==> config.mk <==
export PLATFORM = sky130hd
export DESIGN_NAME = adc_sequencer_control
export DESIGN_NICKNAME = d
export VERILOG_FILES = /design/src/inc/adc_seq_pkg.sv /design/src/logic/adc_sequencer_control.sv
export SDC_FILE = /design/constraint.sdc
export NUM_CORES = 1
export LEC_CHECK = 0
export BUFFER_PORTS_ARGS = -buffer_cell sky130_fd_sc_hd__buf_2
export CAP_MARGIN = 15
export CORE_MARGIN = 5
export CORE_UTILIZATION = 35
export CTS_CLUSTER_SIZE = 30
export DETAILED_ROUTE_END_ITERATION = 7
export GPL_TIMING_DRIVEN = 0
export PLACE_DENSITY = 0.61
export SLEW_MARGIN = 20
export SYNTH_ARGS = -nofsm -noshare
export SYNTH_HDL_FRONTEND = slang
export SYNTH_SLANG_ARGS = --single-unit
==> constraint.sdc <==
create_clock -name aclk -period 3.3 [get_ports aclk]
set_input_delay 0.33 -clock aclk [delete_from_list [all_inputs] [get_ports aclk]]
set_output_delay 0.33 -clock aclk [all_outputs]
set_load 0.05 [all_outputs]
==> src/inc/adc_seq_pkg.sv <==
// Register map, field positions, reset values and types of the converter sequencer
package adc_seq_pkg;
  // Byte addresses
  localparam logic [4:0] ADDR_STATUS  = 5'h00;
  localparam logic [4:0] ADDR_ENABLE  = 5'h04;
  localparam logic [4:0] ADDR_MODE    = 5'h08;
  localparam logic [4:0] ADDR_TIMING  = 5'h0c;
  localparam logic [4:0] ADDR_RESULT0 = 5'h10;
  // Status fields
  localparam int EOC_BIT  = 0;
  localparam int BUSY_BIT = 1;
  localparam int OVF_BIT  = 2;
  localparam int PTR_LSB  = 4;
  // Enable control fields
  localparam int ON_BIT     = 0;
  localparam int REF_BIT    = 1;
  localparam int IRQ_EN_BIT = 2;
  // Mode control fields
  localparam int CH_LSB    = 0;
  localparam int REPEAT_MODE_BIT  = 4;
  localparam int SCAN_BIT  = 5;
  localparam int START_BIT = 7;
  // Timing control fields
  localparam int CONV_CLOCK_DIVIDER_LSB  = 0;
  localparam int DELAY_LSB = 3;
  // Reset and load values, last slot and clamp limits
  localparam logic [2:0] ENABLE_RESET = 3'h0;
  localparam logic [7:0] MODE_RESET   = 8'h00;
  localparam logic [5:0] TIMING_RESET = 6'h00;
  localparam logic [1:0] PTR_START    = 2'h3;
  localparam logic [1:0] LAST_SLOT    = 2'h3;
  localparam logic [2:0] CONV_CLOCK_DIVIDER_MAX     = 3'h5;
  localparam logic [2:0] DELAY_MAX    = 3'h6;
  // Bus responses
  localparam logic [1:0] RESP_OKAY   = 2'h0;
  localparam logic [1:0] RESP_SLVERR = 2'h2;

  typedef enum logic [1:0] {
    ST_IDLE = 2'b00,
    ST_WAIT = 2'b01,
    ST_CONV = 2'b10
  } seq_state_t;

  typedef struct packed {
    logic       go;
    logic [2:0] channel;
  } conv_req_t;
endpackage

==> src/logic/adc_sequencer_control.sv <==
// Converter sequencer: AXI4-Lite registers, conversion timing and result buffer
//
// Local design decisions: the register offsets and register access over AXI4-Lite.
`timescale 1ns/100ps
`default_nettype none
module adc_sequencer_control import adc_seq_pkg::*; #(
  parameter int ADDR_W = 8
) (
  // Clock, reset, enable
  input  wire logic              aclk,
  input  wire logic              aresetn,
  input  wire logic              ce,
  // AXI4-Lite write
  input  wire logic [ADDR_W-1:0] awaddr,
  input  wire logic              awvalid,
  output logic                   awready,
  input  wire logic [31:0]       wdata,
  input  wire logic [3:0]        wstrb,
  input  wire logic              wvalid,
  output logic                   wready,
  output logic [1:0]             bresp,
  output logic                   bvalid,
  input  wire logic              bready,
  // AXI4-Lite read
  input  wire logic [ADDR_W-1:0] araddr,
  input  wire logic              arvalid,
  output logic                   arready,
  output logic [31:0]            rdata,
  output logic [1:0]             rresp,
  output logic                   rvalid,
  input  wire logic              rready,
  // Analog core
  output conv_req_t              conv_req,
  input  wire logic              conv_done,
  input  wire logic [7:0]        conv_data,
  // Reference and interrupt
  output logic                   reference_on,
  output logic                   irq
);
  logic              aw_held;
  logic              w_held;
  logic [ADDR_W-1:0] aw_addr;
  logic [7:0]        w_byte;
  logic              w_lane0;
  logic              converter_on;
  logic              internal_reference_select;
  logic              irq_enable;
  logic [2:0]        channel_sel;
  logic              repeat_mode;
  logic              scan_mode;
  logic              start;
  logic              start_q;
  logic [2:0]        conv_clock_divider;
  logic [2:0]        delay_code;
  logic              eoc;
  logic              busy;
  logic              result_overrun_flag;
  logic [1:0]        last_result_index;
  logic [7:0]        result_registers [4];
  logic [3:0]        full;
  seq_state_t        state;
  logic [1:0]        slot;
  logic [1:0]        burst_cnt;
  logic [4:0]        div_cnt;
  logic [5:0]        dly_cnt;
  logic [7:0]        rd_byte;

  // Decode
  wire logic wr_ok  = aw_addr[ADDR_W-1:5] == '0 && aw_addr[1:0] == 2'h0;
  wire logic rd_ok  = araddr[ADDR_W-1:5] == '0 && araddr[1:0] == 2'h0;
  wire logic do_write = aw_held && w_held && !bvalid;
  wire logic wr_byte  = do_write && wr_ok && w_lane0;
  wire logic wr_stat  = wr_byte && aw_addr[4:0] == ADDR_STATUS;
  wire logic wr_en    = wr_byte && aw_addr[4:0] == ADDR_ENABLE;
  wire logic wr_mode  = wr_byte && aw_addr[4:0] == ADDR_MODE;
  wire logic wr_time  = wr_byte && aw_addr[4:0] == ADDR_TIMING;
  wire logic ar_fire  = arvalid && arready;
  wire logic res_read = ar_fire && rd_ok && araddr[4];

  // Sequencer terms
  wire logic [2:0] conv_clock_divider_eff = conv_clock_divider > CONV_CLOCK_DIVIDER_MAX ? CONV_CLOCK_DIVIDER_MAX : conv_clock_divider;
  wire logic [2:0] dly_eff  = delay_code > DELAY_MAX ? DELAY_MAX : delay_code;
  wire logic [4:0] div_top  = 5'((6'h01 << conv_clock_divider_eff) - 6'h01);
  wire logic [5:0] dly_top  = 6'((7'h01 << dly_eff) - 7'h01);
  wire logic tick       = div_cnt == div_top;
  wire logic start_rise = start && !start_q;
  wire logic done       = state == ST_CONV && conv_done;
  wire logic grp_end    = scan_mode ? burst_cnt == LAST_SLOT
                        : (repeat_mode ? slot == LAST_SLOT : 1'b1);
  wire logic stop_now   = done && (!start || (!repeat_mode && grp_end));
  wire logic hw_clear   = done && !repeat_mode && grp_end;
  wire logic eoc_set    = done && (grp_end || !start);

  // Write address hold
  always_ff @(posedge aclk) begin
    if (!aresetn) begin
      awready <= 1'b0;
      aw_held <= 1'b0;
      aw_addr <= '0;
    end else if (ce) begin
      if (awvalid && awready) begin
        aw_held <= 1'b1;
        aw_addr <= awaddr;
        awready <= 1'b0;
      end else if (do_write) begin
        aw_held <= 1'b0;
        awready <= 1'b1;
      end else if (!aw_held) begin
        awready <= 1'b1;
      end
    end
  end

  // Write data hold
  always_ff @(posedge aclk) begin
    if (!aresetn) begin
      wready  <= 1'b0;
      w_held  <= 1'b0;
      w_byte  <= 8'h00;
      w_lane0 <= 1'b0;
    end else if (ce) begin
      if (wvalid && wready) begin
        w_held  <= 1'b1;
        w_byte  <= wdata[7:0];
        w_lane0 <= wstrb[0];
        wready  <= 1'b0;
      end else if (do_write) begin
        w_held <= 1'b0;
        wready <= 1'b1;
      end else if (!w_held) begin
        wready <= 1'b1;
      end
    end
  end

  // Write response
  always_ff @(posedge aclk) begin
    if (!aresetn) begin
      bvalid <= 1'b0;
      bresp  <= RESP_OKAY;
    end else if (ce) begin
      if (do_write) begin
        bvalid <= 1'b1;
        bresp  <= wr_ok ? RESP_OKAY : RESP_SLVERR;
      end else if (bready) begin
        bvalid <= 1'b0;
      end
    end
  end

  // Read mux; upper bits of every register read zero
  always_comb begin
    rd_byte = 8'h00;
    if (araddr[4]) begin
      rd_byte = result_registers[araddr[3:2]];
    end else begin
      unique case (araddr[4:0])
        ADDR_STATUS: rd_byte = {2'b00, last_result_index, 1'b0,
                                result_overrun_flag, busy, eoc};
        ADDR_ENABLE: rd_byte = {5'h00, irq_enable, internal_reference_select, converter_on};
        ADDR_MODE:   rd_byte = {start, 1'b0, scan_mode, repeat_mode, 1'b0, channel_sel};
        ADDR_TIMING: rd_byte = {2'b00, delay_code, conv_clock_divider};
        default:     rd_byte = 8'h00;
      endcase
    end
  end

  // Read channel
  always_ff @(posedge aclk) begin
    if (!aresetn) begin
      arready <= 1'b0;
      rvalid  <= 1'b0;
      rdata   <= 32'h0000_0000;
      rresp   <= RESP_OKAY;
    end else if (ce) begin
      if (ar_fire) begin
        arready <= 1'b0;
        rvalid  <= 1'b1;
        rdata   <= rd_ok ? {24'h000000, rd_byte} : 32'h0000_0000;
        rresp   <= rd_ok ? RESP_OKAY : RESP_SLVERR;
      end else if (rvalid && rready) begin
        rvalid  <= 1'b0;
        arready <= 1'b1;
      end else if (!rvalid) begin
        arready <= 1'b1;
      end
    end
  end

  // Enable control
  always_ff @(posedge aclk) begin
    if (!aresetn) begin
      {irq_enable, internal_reference_select, converter_on} <= ENABLE_RESET;
    end else if (ce && wr_en) begin
      converter_on              <= w_byte[ON_BIT];
      internal_reference_select <= w_byte[REF_BIT];
      irq_enable                <= w_byte[IRQ_EN_BIT];
    end
  end

  // Mode control; hardware clear of start wins over a same-cycle write
  always_ff @(posedge aclk) begin
    if (!aresetn) begin
      {start, scan_mode, repeat_mode, channel_sel} <= {MODE_RESET[7], MODE_RESET[5:4], MODE_RESET[2:0]};
    end else if (ce) begin
      if (wr_mode) begin
        channel_sel <= w_byte[CH_LSB +: 3];
        repeat_mode <= w_byte[REPEAT_MODE_BIT];
        scan_mode   <= w_byte[SCAN_BIT];
        start       <= w_byte[START_BIT];
      end
      if (hw_clear) start <= 1'b0;
      if (!converter_on) start <= 1'b0;
    end
  end

  // Timing control
  always_ff @(posedge aclk) begin
    if (!aresetn) begin
      {delay_code, conv_clock_divider} <= TIMING_RESET;
    end else if (ce && wr_time) begin
      conv_clock_divider <= w_byte[CONV_CLOCK_DIVIDER_LSB +: 3];
      delay_code         <= w_byte[DELAY_LSB +: 3];
    end
  end

  // Conversion clock divider, held at zero while idle
  always_ff @(posedge aclk) begin
    if (!aresetn) begin
      div_cnt <= 5'h00;
    end else if (ce) begin
      if (state == ST_IDLE || tick) div_cnt <= 5'h00;
      else div_cnt <= div_cnt + 5'h01;
    end
  end

  // Sequencer
  always_ff @(posedge aclk) begin
    if (!aresetn) begin
      state             <= ST_IDLE;
      start_q           <= 1'b0;
      busy              <= 1'b0;
      conv_req          <= '0;
      slot              <= 2'h0;
      burst_cnt         <= 2'h0;
      dly_cnt           <= 6'h00;
      last_result_index <= 2'h0;
    end else if (ce) begin
      start_q     <= start;
      conv_req.go <= 1'b0;
      if (start_rise) last_result_index <= PTR_START;
      if (!converter_on) begin
        state <= ST_IDLE;
        busy  <= 1'b0;
      end else begin
        unique case (state)
          ST_IDLE: if (start_rise) begin
            state            <= ST_WAIT;
            slot             <= 2'h0;
            burst_cnt        <= 2'h0;
            dly_cnt          <= 6'h00;
            conv_req.channel <= channel_sel;
          end
          ST_WAIT: if (!start) begin
            state <= ST_IDLE;
          end else if (tick) begin
            if (dly_cnt == dly_top) begin
              conv_req.go <= 1'b1;
              busy        <= 1'b1;
              state       <= ST_CONV;
            end else begin
              dly_cnt <= dly_cnt + 6'h01;
            end
          end
          ST_CONV: if (done) begin
            busy              <= 1'b0;
            last_result_index <= slot;
            slot              <= slot + 2'h1;
            burst_cnt         <= burst_cnt + 2'h1;
            dly_cnt           <= 6'h00;
            // 3-bit add wraps seven to zero on its own
            if (scan_mode) conv_req.channel <= grp_end ? channel_sel : conv_req.channel + 3'h1;
            state <= stop_now ? ST_IDLE : ST_WAIT;
          end
          default: state <= ST_IDLE;
        endcase
      end
    end
  end

  // Results; contents survive disable, as software may still read them
  always_ff @(posedge aclk) begin
    if (!aresetn) begin
      for (int i = 0; i < 4; i++) result_registers[i] <= 8'h00;
    end else if (ce && done && converter_on) begin
      result_registers[slot] <= conv_data;
    end
  end

  // Flags; a hardware set wins over a same-cycle read or write clear; disable clears eoc and overrun over both
  always_ff @(posedge aclk) begin
    if (!aresetn) begin
      eoc                 <= 1'b0;
      result_overrun_flag <= 1'b0;
      full                <= 4'h0;
    end else if (ce) begin
      if (!converter_on) begin
        eoc                 <= 1'b0;
        result_overrun_flag <= 1'b0;
      end else begin
        if (res_read) begin
          eoc                 <= 1'b0;
          full[araddr[3:2]]   <= 1'b0;
        end
        if (wr_stat && w_byte[OVF_BIT]) result_overrun_flag <= 1'b0;
        if (done) begin
          full[slot] <= 1'b1;
          if (full[slot]) result_overrun_flag <= 1'b1;
        end
        if (eoc_set) eoc <= 1'b1;
      end
    end
  end

  // Reference power and interrupt
  always_ff @(posedge aclk) begin
    if (!aresetn) begin
      reference_on <= 1'b0;
      irq          <= 1'b0;
    end else if (ce) begin
      reference_on <= converter_on && internal_reference_select;
      irq          <= irq_enable && eoc;
    end
  end
endmodule
`default_nettype wire

Word level (Yosys, flattened, before mapping)
Memories as Yosys holds them, arrays and structs flattened.
Index checks and enable logic that the tools add are counted.

storage, ports and cells
  memories = 1
  bits of input ports = 69
  output and inout bits = 47
  latch bits = 0
  logic and storage cells = 253
  ROM bits = 0
  memory bits (writable) = 32
  bits in registers = 108

memories
  name              words  bits a word  read ports  clocked after Yosys merged registers in  wr ports  RTL line                     text
  result_registers  4      8            1           0                                        4         adc_sequencer_control.sv:59  logic [7:0] result_registers [4];

cells by class
  shift-type cells = 2
  muxes and demuxes = 93
  div/mod/pow operators = 0
  bitwise logic cells = 3
  add/sub/neg operators = 7
  $mul = 0
  reductions and logical operators = 73
  equality and inequality tests = 31
  magnitude comparators = 6

operators by type and width
  kind                                                 count
  2-to-1 mux 1 bit                                     46
  logical AND 1 bit                                    32
  2-to-1 mux 2 bit                                     16
  one-hot mux 8 bit (4 select lines)                   1
  2-to-1 mux 6 bit                                     5
  AND reduction 2 bit                                  15
  2-to-1 mux 4 bit                                     6
  2-to-1 mux 8 bit                                     3
  equality test 5 x 4 -> 1 bit, second input constant  4
  2-to-1 mux 3 bit                                     6
  != test 3 x 1 -> 1 bit, second input constant        6
  one-hot mux 6 bit (3 select lines)                   1
  != test 3 bit, second input constant                 5
  != test 2 bit, second input constant                 6
  AND reduction 6 bit                                  2
  equality test 5 x 3 -> 1 bit, second input constant  2
  logical NOT 5 bit                                    2
  AND reduction 5 bit                                  2
  nonzero test 2 bit                                   5
  != test 4 bit, second input constant                 2
  one-hot mux 2 bit (2 select lines)                   2
  AND reduction 8 bit                                  1
  OR reduction 8 bit                                   1
  adder 6 x 1 -> 6 bit, second input constant          1
  28 further kinds                                     43

Depth between registers and ports, before layout
  depth after elaboration = 12
  mapped depth = 10
  depth with buffers taken out = 9

Least setup slack after synthesis
Ideal clock, no wire load.

  path kind = reg-to-reg
  start = reg state[0]
  end = mem result_registers[0][0] (enable)
  setup slack = 809 ps
  clock period less this slack = 2491 ps
  arrival time = 2156 ps
  stages on the path, launching flop included = 8
  library setup time = 335 ps
  path through = dfxtp_1 clkbuf_1 nor3b_1 and2_1 clkbuf_1 nand2_1 nor4_1 nand2b_1

RTL lines
  item                    RTL line                      text
  from (decl)             adc_sequencer_control.sv:61   seq_state_t state;
  from (signal assigned)  adc_sequencer_control.sv:283  state <= stop_now ? ST_IDLE : ST_WAIT;
  to (decl)               adc_sequencer_control.sv:59

==> flow_metrics.tcl <==
set metrics [dict create \
    ctsLongestPathBuffers 2 \
    cts_setup_buffers 0 \
    area_delta_synth_final_pct 23.25 \
    dieArea_sq_um 18800 \
    path_cells "clkbuf_1, nor3b_1, and2_1, clkbuf_1, nand2_1, a211oi_4, nand2b_1" \
    synth_fa_ha_area_frac 0.01991 \
    cp.required_ps 3350 \
    max_freq_ghz 0.3310 \
    crit_slowest_cell "nand2b_1" \
    setup_viol 0 \
    synth-edff-count 32 \
    std_cell_rows 46 \
    grt_use_total 0.1626 \
    syn_inst 581 \
    synth.area.mux_share 0.08717 \
    total_power_uw 3667 \
    wl_microns 15090 \
    slew_violations 0 \
    cts.sinks 113 \
    antenna_found_initial 0 \
    crit_type "reg2reg" \
    core_sq_um 15890 \
    firstDrtPassIters 5 \
    fin_cells 914 \
    post-place-cells 882 \
    vdd_ir_drop_max_uv 323.8 \
    clock_skew_ps 8.985 \
    io_buffers 60 \
    max_slew_margin 0.3717 \
    diodes 0 \
    cap_violations 0 \
    cts_buffers 17 \
    period_minus_slack_ps 3021 \
    hp-class "in2reg" \
    intPower_uw 2805 \
    p_leak_uw 0.002800 \
    n_fill_cell 1529 \
    pwr_density_cell_nw_per_um2 526.1 \
    synth_area_sq_um 5655 \
    dieHeight_microns 137.1 \
    p_sw_uw 862.7 \
    crit_fanout 10 \
    finalNetCount 763 \
    drive_gt1_frac 0.1977 \
    grt_overflow 0 \
    hold_viol_final 0 \
    power_frac_comb 0.076 \
    p_clk_frac 0.523 \
    synthArstFlopShare 0 \
    post-dp-hpwl_microns 10900 \
    grt_max_degree 17 \
    status "finished, final reports clean" \
    vias 4582 \
    synthXorXnorAreaFrac 0.01549 \
    htree_num_levels 4 \
    drtIter0Drc 349 \
    critical_path.most_common_cell "clkbuf_1" \
    routabilityCongestion 0.8432 \
    ys_seq_area_frac 0.4566 \
    vias_per_cell 5.013 \
    die_w_microns 137.1 \
    synth_cell_type_count 54 \
    yosysWarnings 0 \
    arrival_ps 3070 \
    io_pins 116 \
    swShare 0.2352 \
    worst-path-buf-inv 2 \
    crit_family "simple AND/OR/NAND/NOR gates" \
    clockRootBuffer "clkbuf_16" \
    fin_util 0.4388 \
    synthFlopType "dfxtp_1" \
    most-common-layout-cells "81 x nand2_1, 81 x dfxtp_1, 60 x buf_2" \
    cts_tree "done" \
    ant_nets 0 \
    cp-end-kind "register" \
    post-route-drc-count 0 \
    critPathMaxStageDelay_ps 490 \
    initial_utilization 0.3560 \
    grt_pass1_vias 4555 \
    wire_per_inst_microns 16.51 \
    grt_pass1_wl_microns 23580 \
    seq_power_share 0.401 \
    clk_pin_slew_ps 60 \
    startpoint_type "register" \
    ys_ff_latch 113 \
    rsz0062_at_grt "no" \
    fin_crit_sh 0.9156 \
    synth_compound_area_frac 0.1400 \
    syn_avg_cell_area_sq_um 9.734 \
    worst_slew_pin_slew_ps 936.2 \
    clock_latency_ps 410 \
    synth_top_family_by_area "simple AND/OR/NAND/NOR gates" \
    yosys.area_share.simple 0.2177 \
]
## cell families (layout without fill, tap and decap cells)
| logic type | count (synthesis) | count (layout) |
|---|---|---|
| buffers and inverters | 66 | 158 |
| DFF | 113 | 113 |
| muxes | 34 | 34 |
| adders and majority gates | 9 | 9 |
| and+or+nand+nor | 235 | 235 |
| AOI/OAI and AO/OA | 113 | 113 |
| other | 1 | 26 |
| xor gates and xnor gates | 10 | 10 |
## stage by stage
step	cell area, sq um	hold WS, ps	setup WS, ps	TNS (ps)
finish	6970	169.9	278.6	0
global route	6970	179.1	7.460	0
global placement	6320	440.7	-206.6	-1996
floorplan	5749	438.4	809.1	0
detailed placement	6331	450.8	-151.5	-1209
CTS	6954	161.7	132.3	0
## cell usage after synthesis (3+ instances only)
| master | instances | area, sq um |
|---|---|---|
| dfxtp_1 | 81 | 1622 |
| nand2_1 | 81 | 304.0 |
| and2_1 | 34 | 212.7 |
| edfxtp_1 | 32 | 960.9 |
| o21ai_0 | 32 | 160.2 |
| a21boi_0 | 30 | 225.2 |
| clkbuf_1 | 27 | 101.4 |
| buf_4 | 26 | 195.2 |
| nor2b_1 | 25 | 156.4 |
| nor2_1 | 22 | 82.58 |
| mux2i_1 | 20 | 200.2 |
| nand3_1 | 13 | 65.06 |
| mux4_2 | 12 | 270.3 |
| and3_1 | 11 | 68.82 |
| nor3b_1 | 10 | 75.07 |
| a21oi_1 | 9 | 45.04 |
| ha_1 | 9 | 112.6 |
| inv_1 | 9 | 33.78 |
| nor3_1 | 8 | 40.04 |
| a22oi_1 | 7 | 52.55 |
| nand2b_1 | 7 | 43.79 |
| o31ai_1 | 6 | 45.04 |
| nand4_1 | 5 | 31.28 |
| xnor2_1 | 5 | 43.79 |
| xor2_1 | 5 | 43.79 |
| a31oi_1 | 4 | 25.02 |
| o311a_1 | 4 | 40.04 |
| or4_1 | 4 | 30.03 |
| a211oi_1 | 3 | 22.52 |
| a21o_1 | 3 | 22.52 |
| buf_1 | 3 | 11.26 |
| nand3b_1 | 3 | 22.52 |
## power by group through the flow
stage	clock, uW	sequential, uW	combinational, uW
final	1920	1470	278
after global routing	2000	1470	298
after CTS	1930	1470	276
after detailed placement	0	1500	275
after global placement	0	1500	273
after floorplan	0	1510	186
## routing by layer
layer  vias to the layer above  global-route usage  share of wire
li1                       2229                   -              -
met1                      2195              0.2031           0.42
met2                       131              0.2717           0.50
met3                        27             0.03309          0.051
met4                         0             0.07095          0.027
met5                         -                   0              0
## cell type report
| class | count | area [sq um] | share of cell area |
|---|---|---|---|
| Multi-Input combinational cell | 427 | 2846 | 0.4084 |
| Buffer | 57 | 319.1 | 0.04577 |
| Tap cell | 216 | 270.3 | 0.03877 |
| Timing Repair Buffer | 60 | 300.3 | 0.04308 |
| Clock inverter | 15 | 192.7 | 0.02764 |
| Clock buffer | 17 | 425.4 | 0.06103 |
| Inverter | 9 | 33.78 | 0.004847 |
| Sequential cell | 113 | 2582 | 0.3705 |
## flip-flops by register name, indices dropped and copies added (netlist names), 3 cells and up
name / cells
channel_sel: 3
conv_req: 4
w_byte: 7
aw_addr: 8
conv_clock_divider: 3
delay_code: 3
rdata: 8
full: 4
result_registers: 32
div_cnt: 5
dly_cnt: 6
## path summary, 6_finish.rpt
kind / startpoint / end / slack, ps / cells after the start
max: state[0] / result_registers[2][2] / 280 / 7
min: awaddr[5] / aw_addr[5] / 170 / 3
max reg2reg: state[0] / result_registers[2][2] / 280 / 7
min reg2reg: rdata[0] / rdata[0] / 450 / 2
## worst min-delay path, cell delays in order
cell and delay [ps]:
buf_2 90, nand2_1 40, a21boi_0 60
## repair_timing
action                                  in CTS  in global routing
hold buffers                                 0                  0
resized for setup                            1                  2
hold endpoints to repair                     0                  0
endpoints found under the setup margin       8                  8
Note: power is estimated with default switching activity, not from simulation.
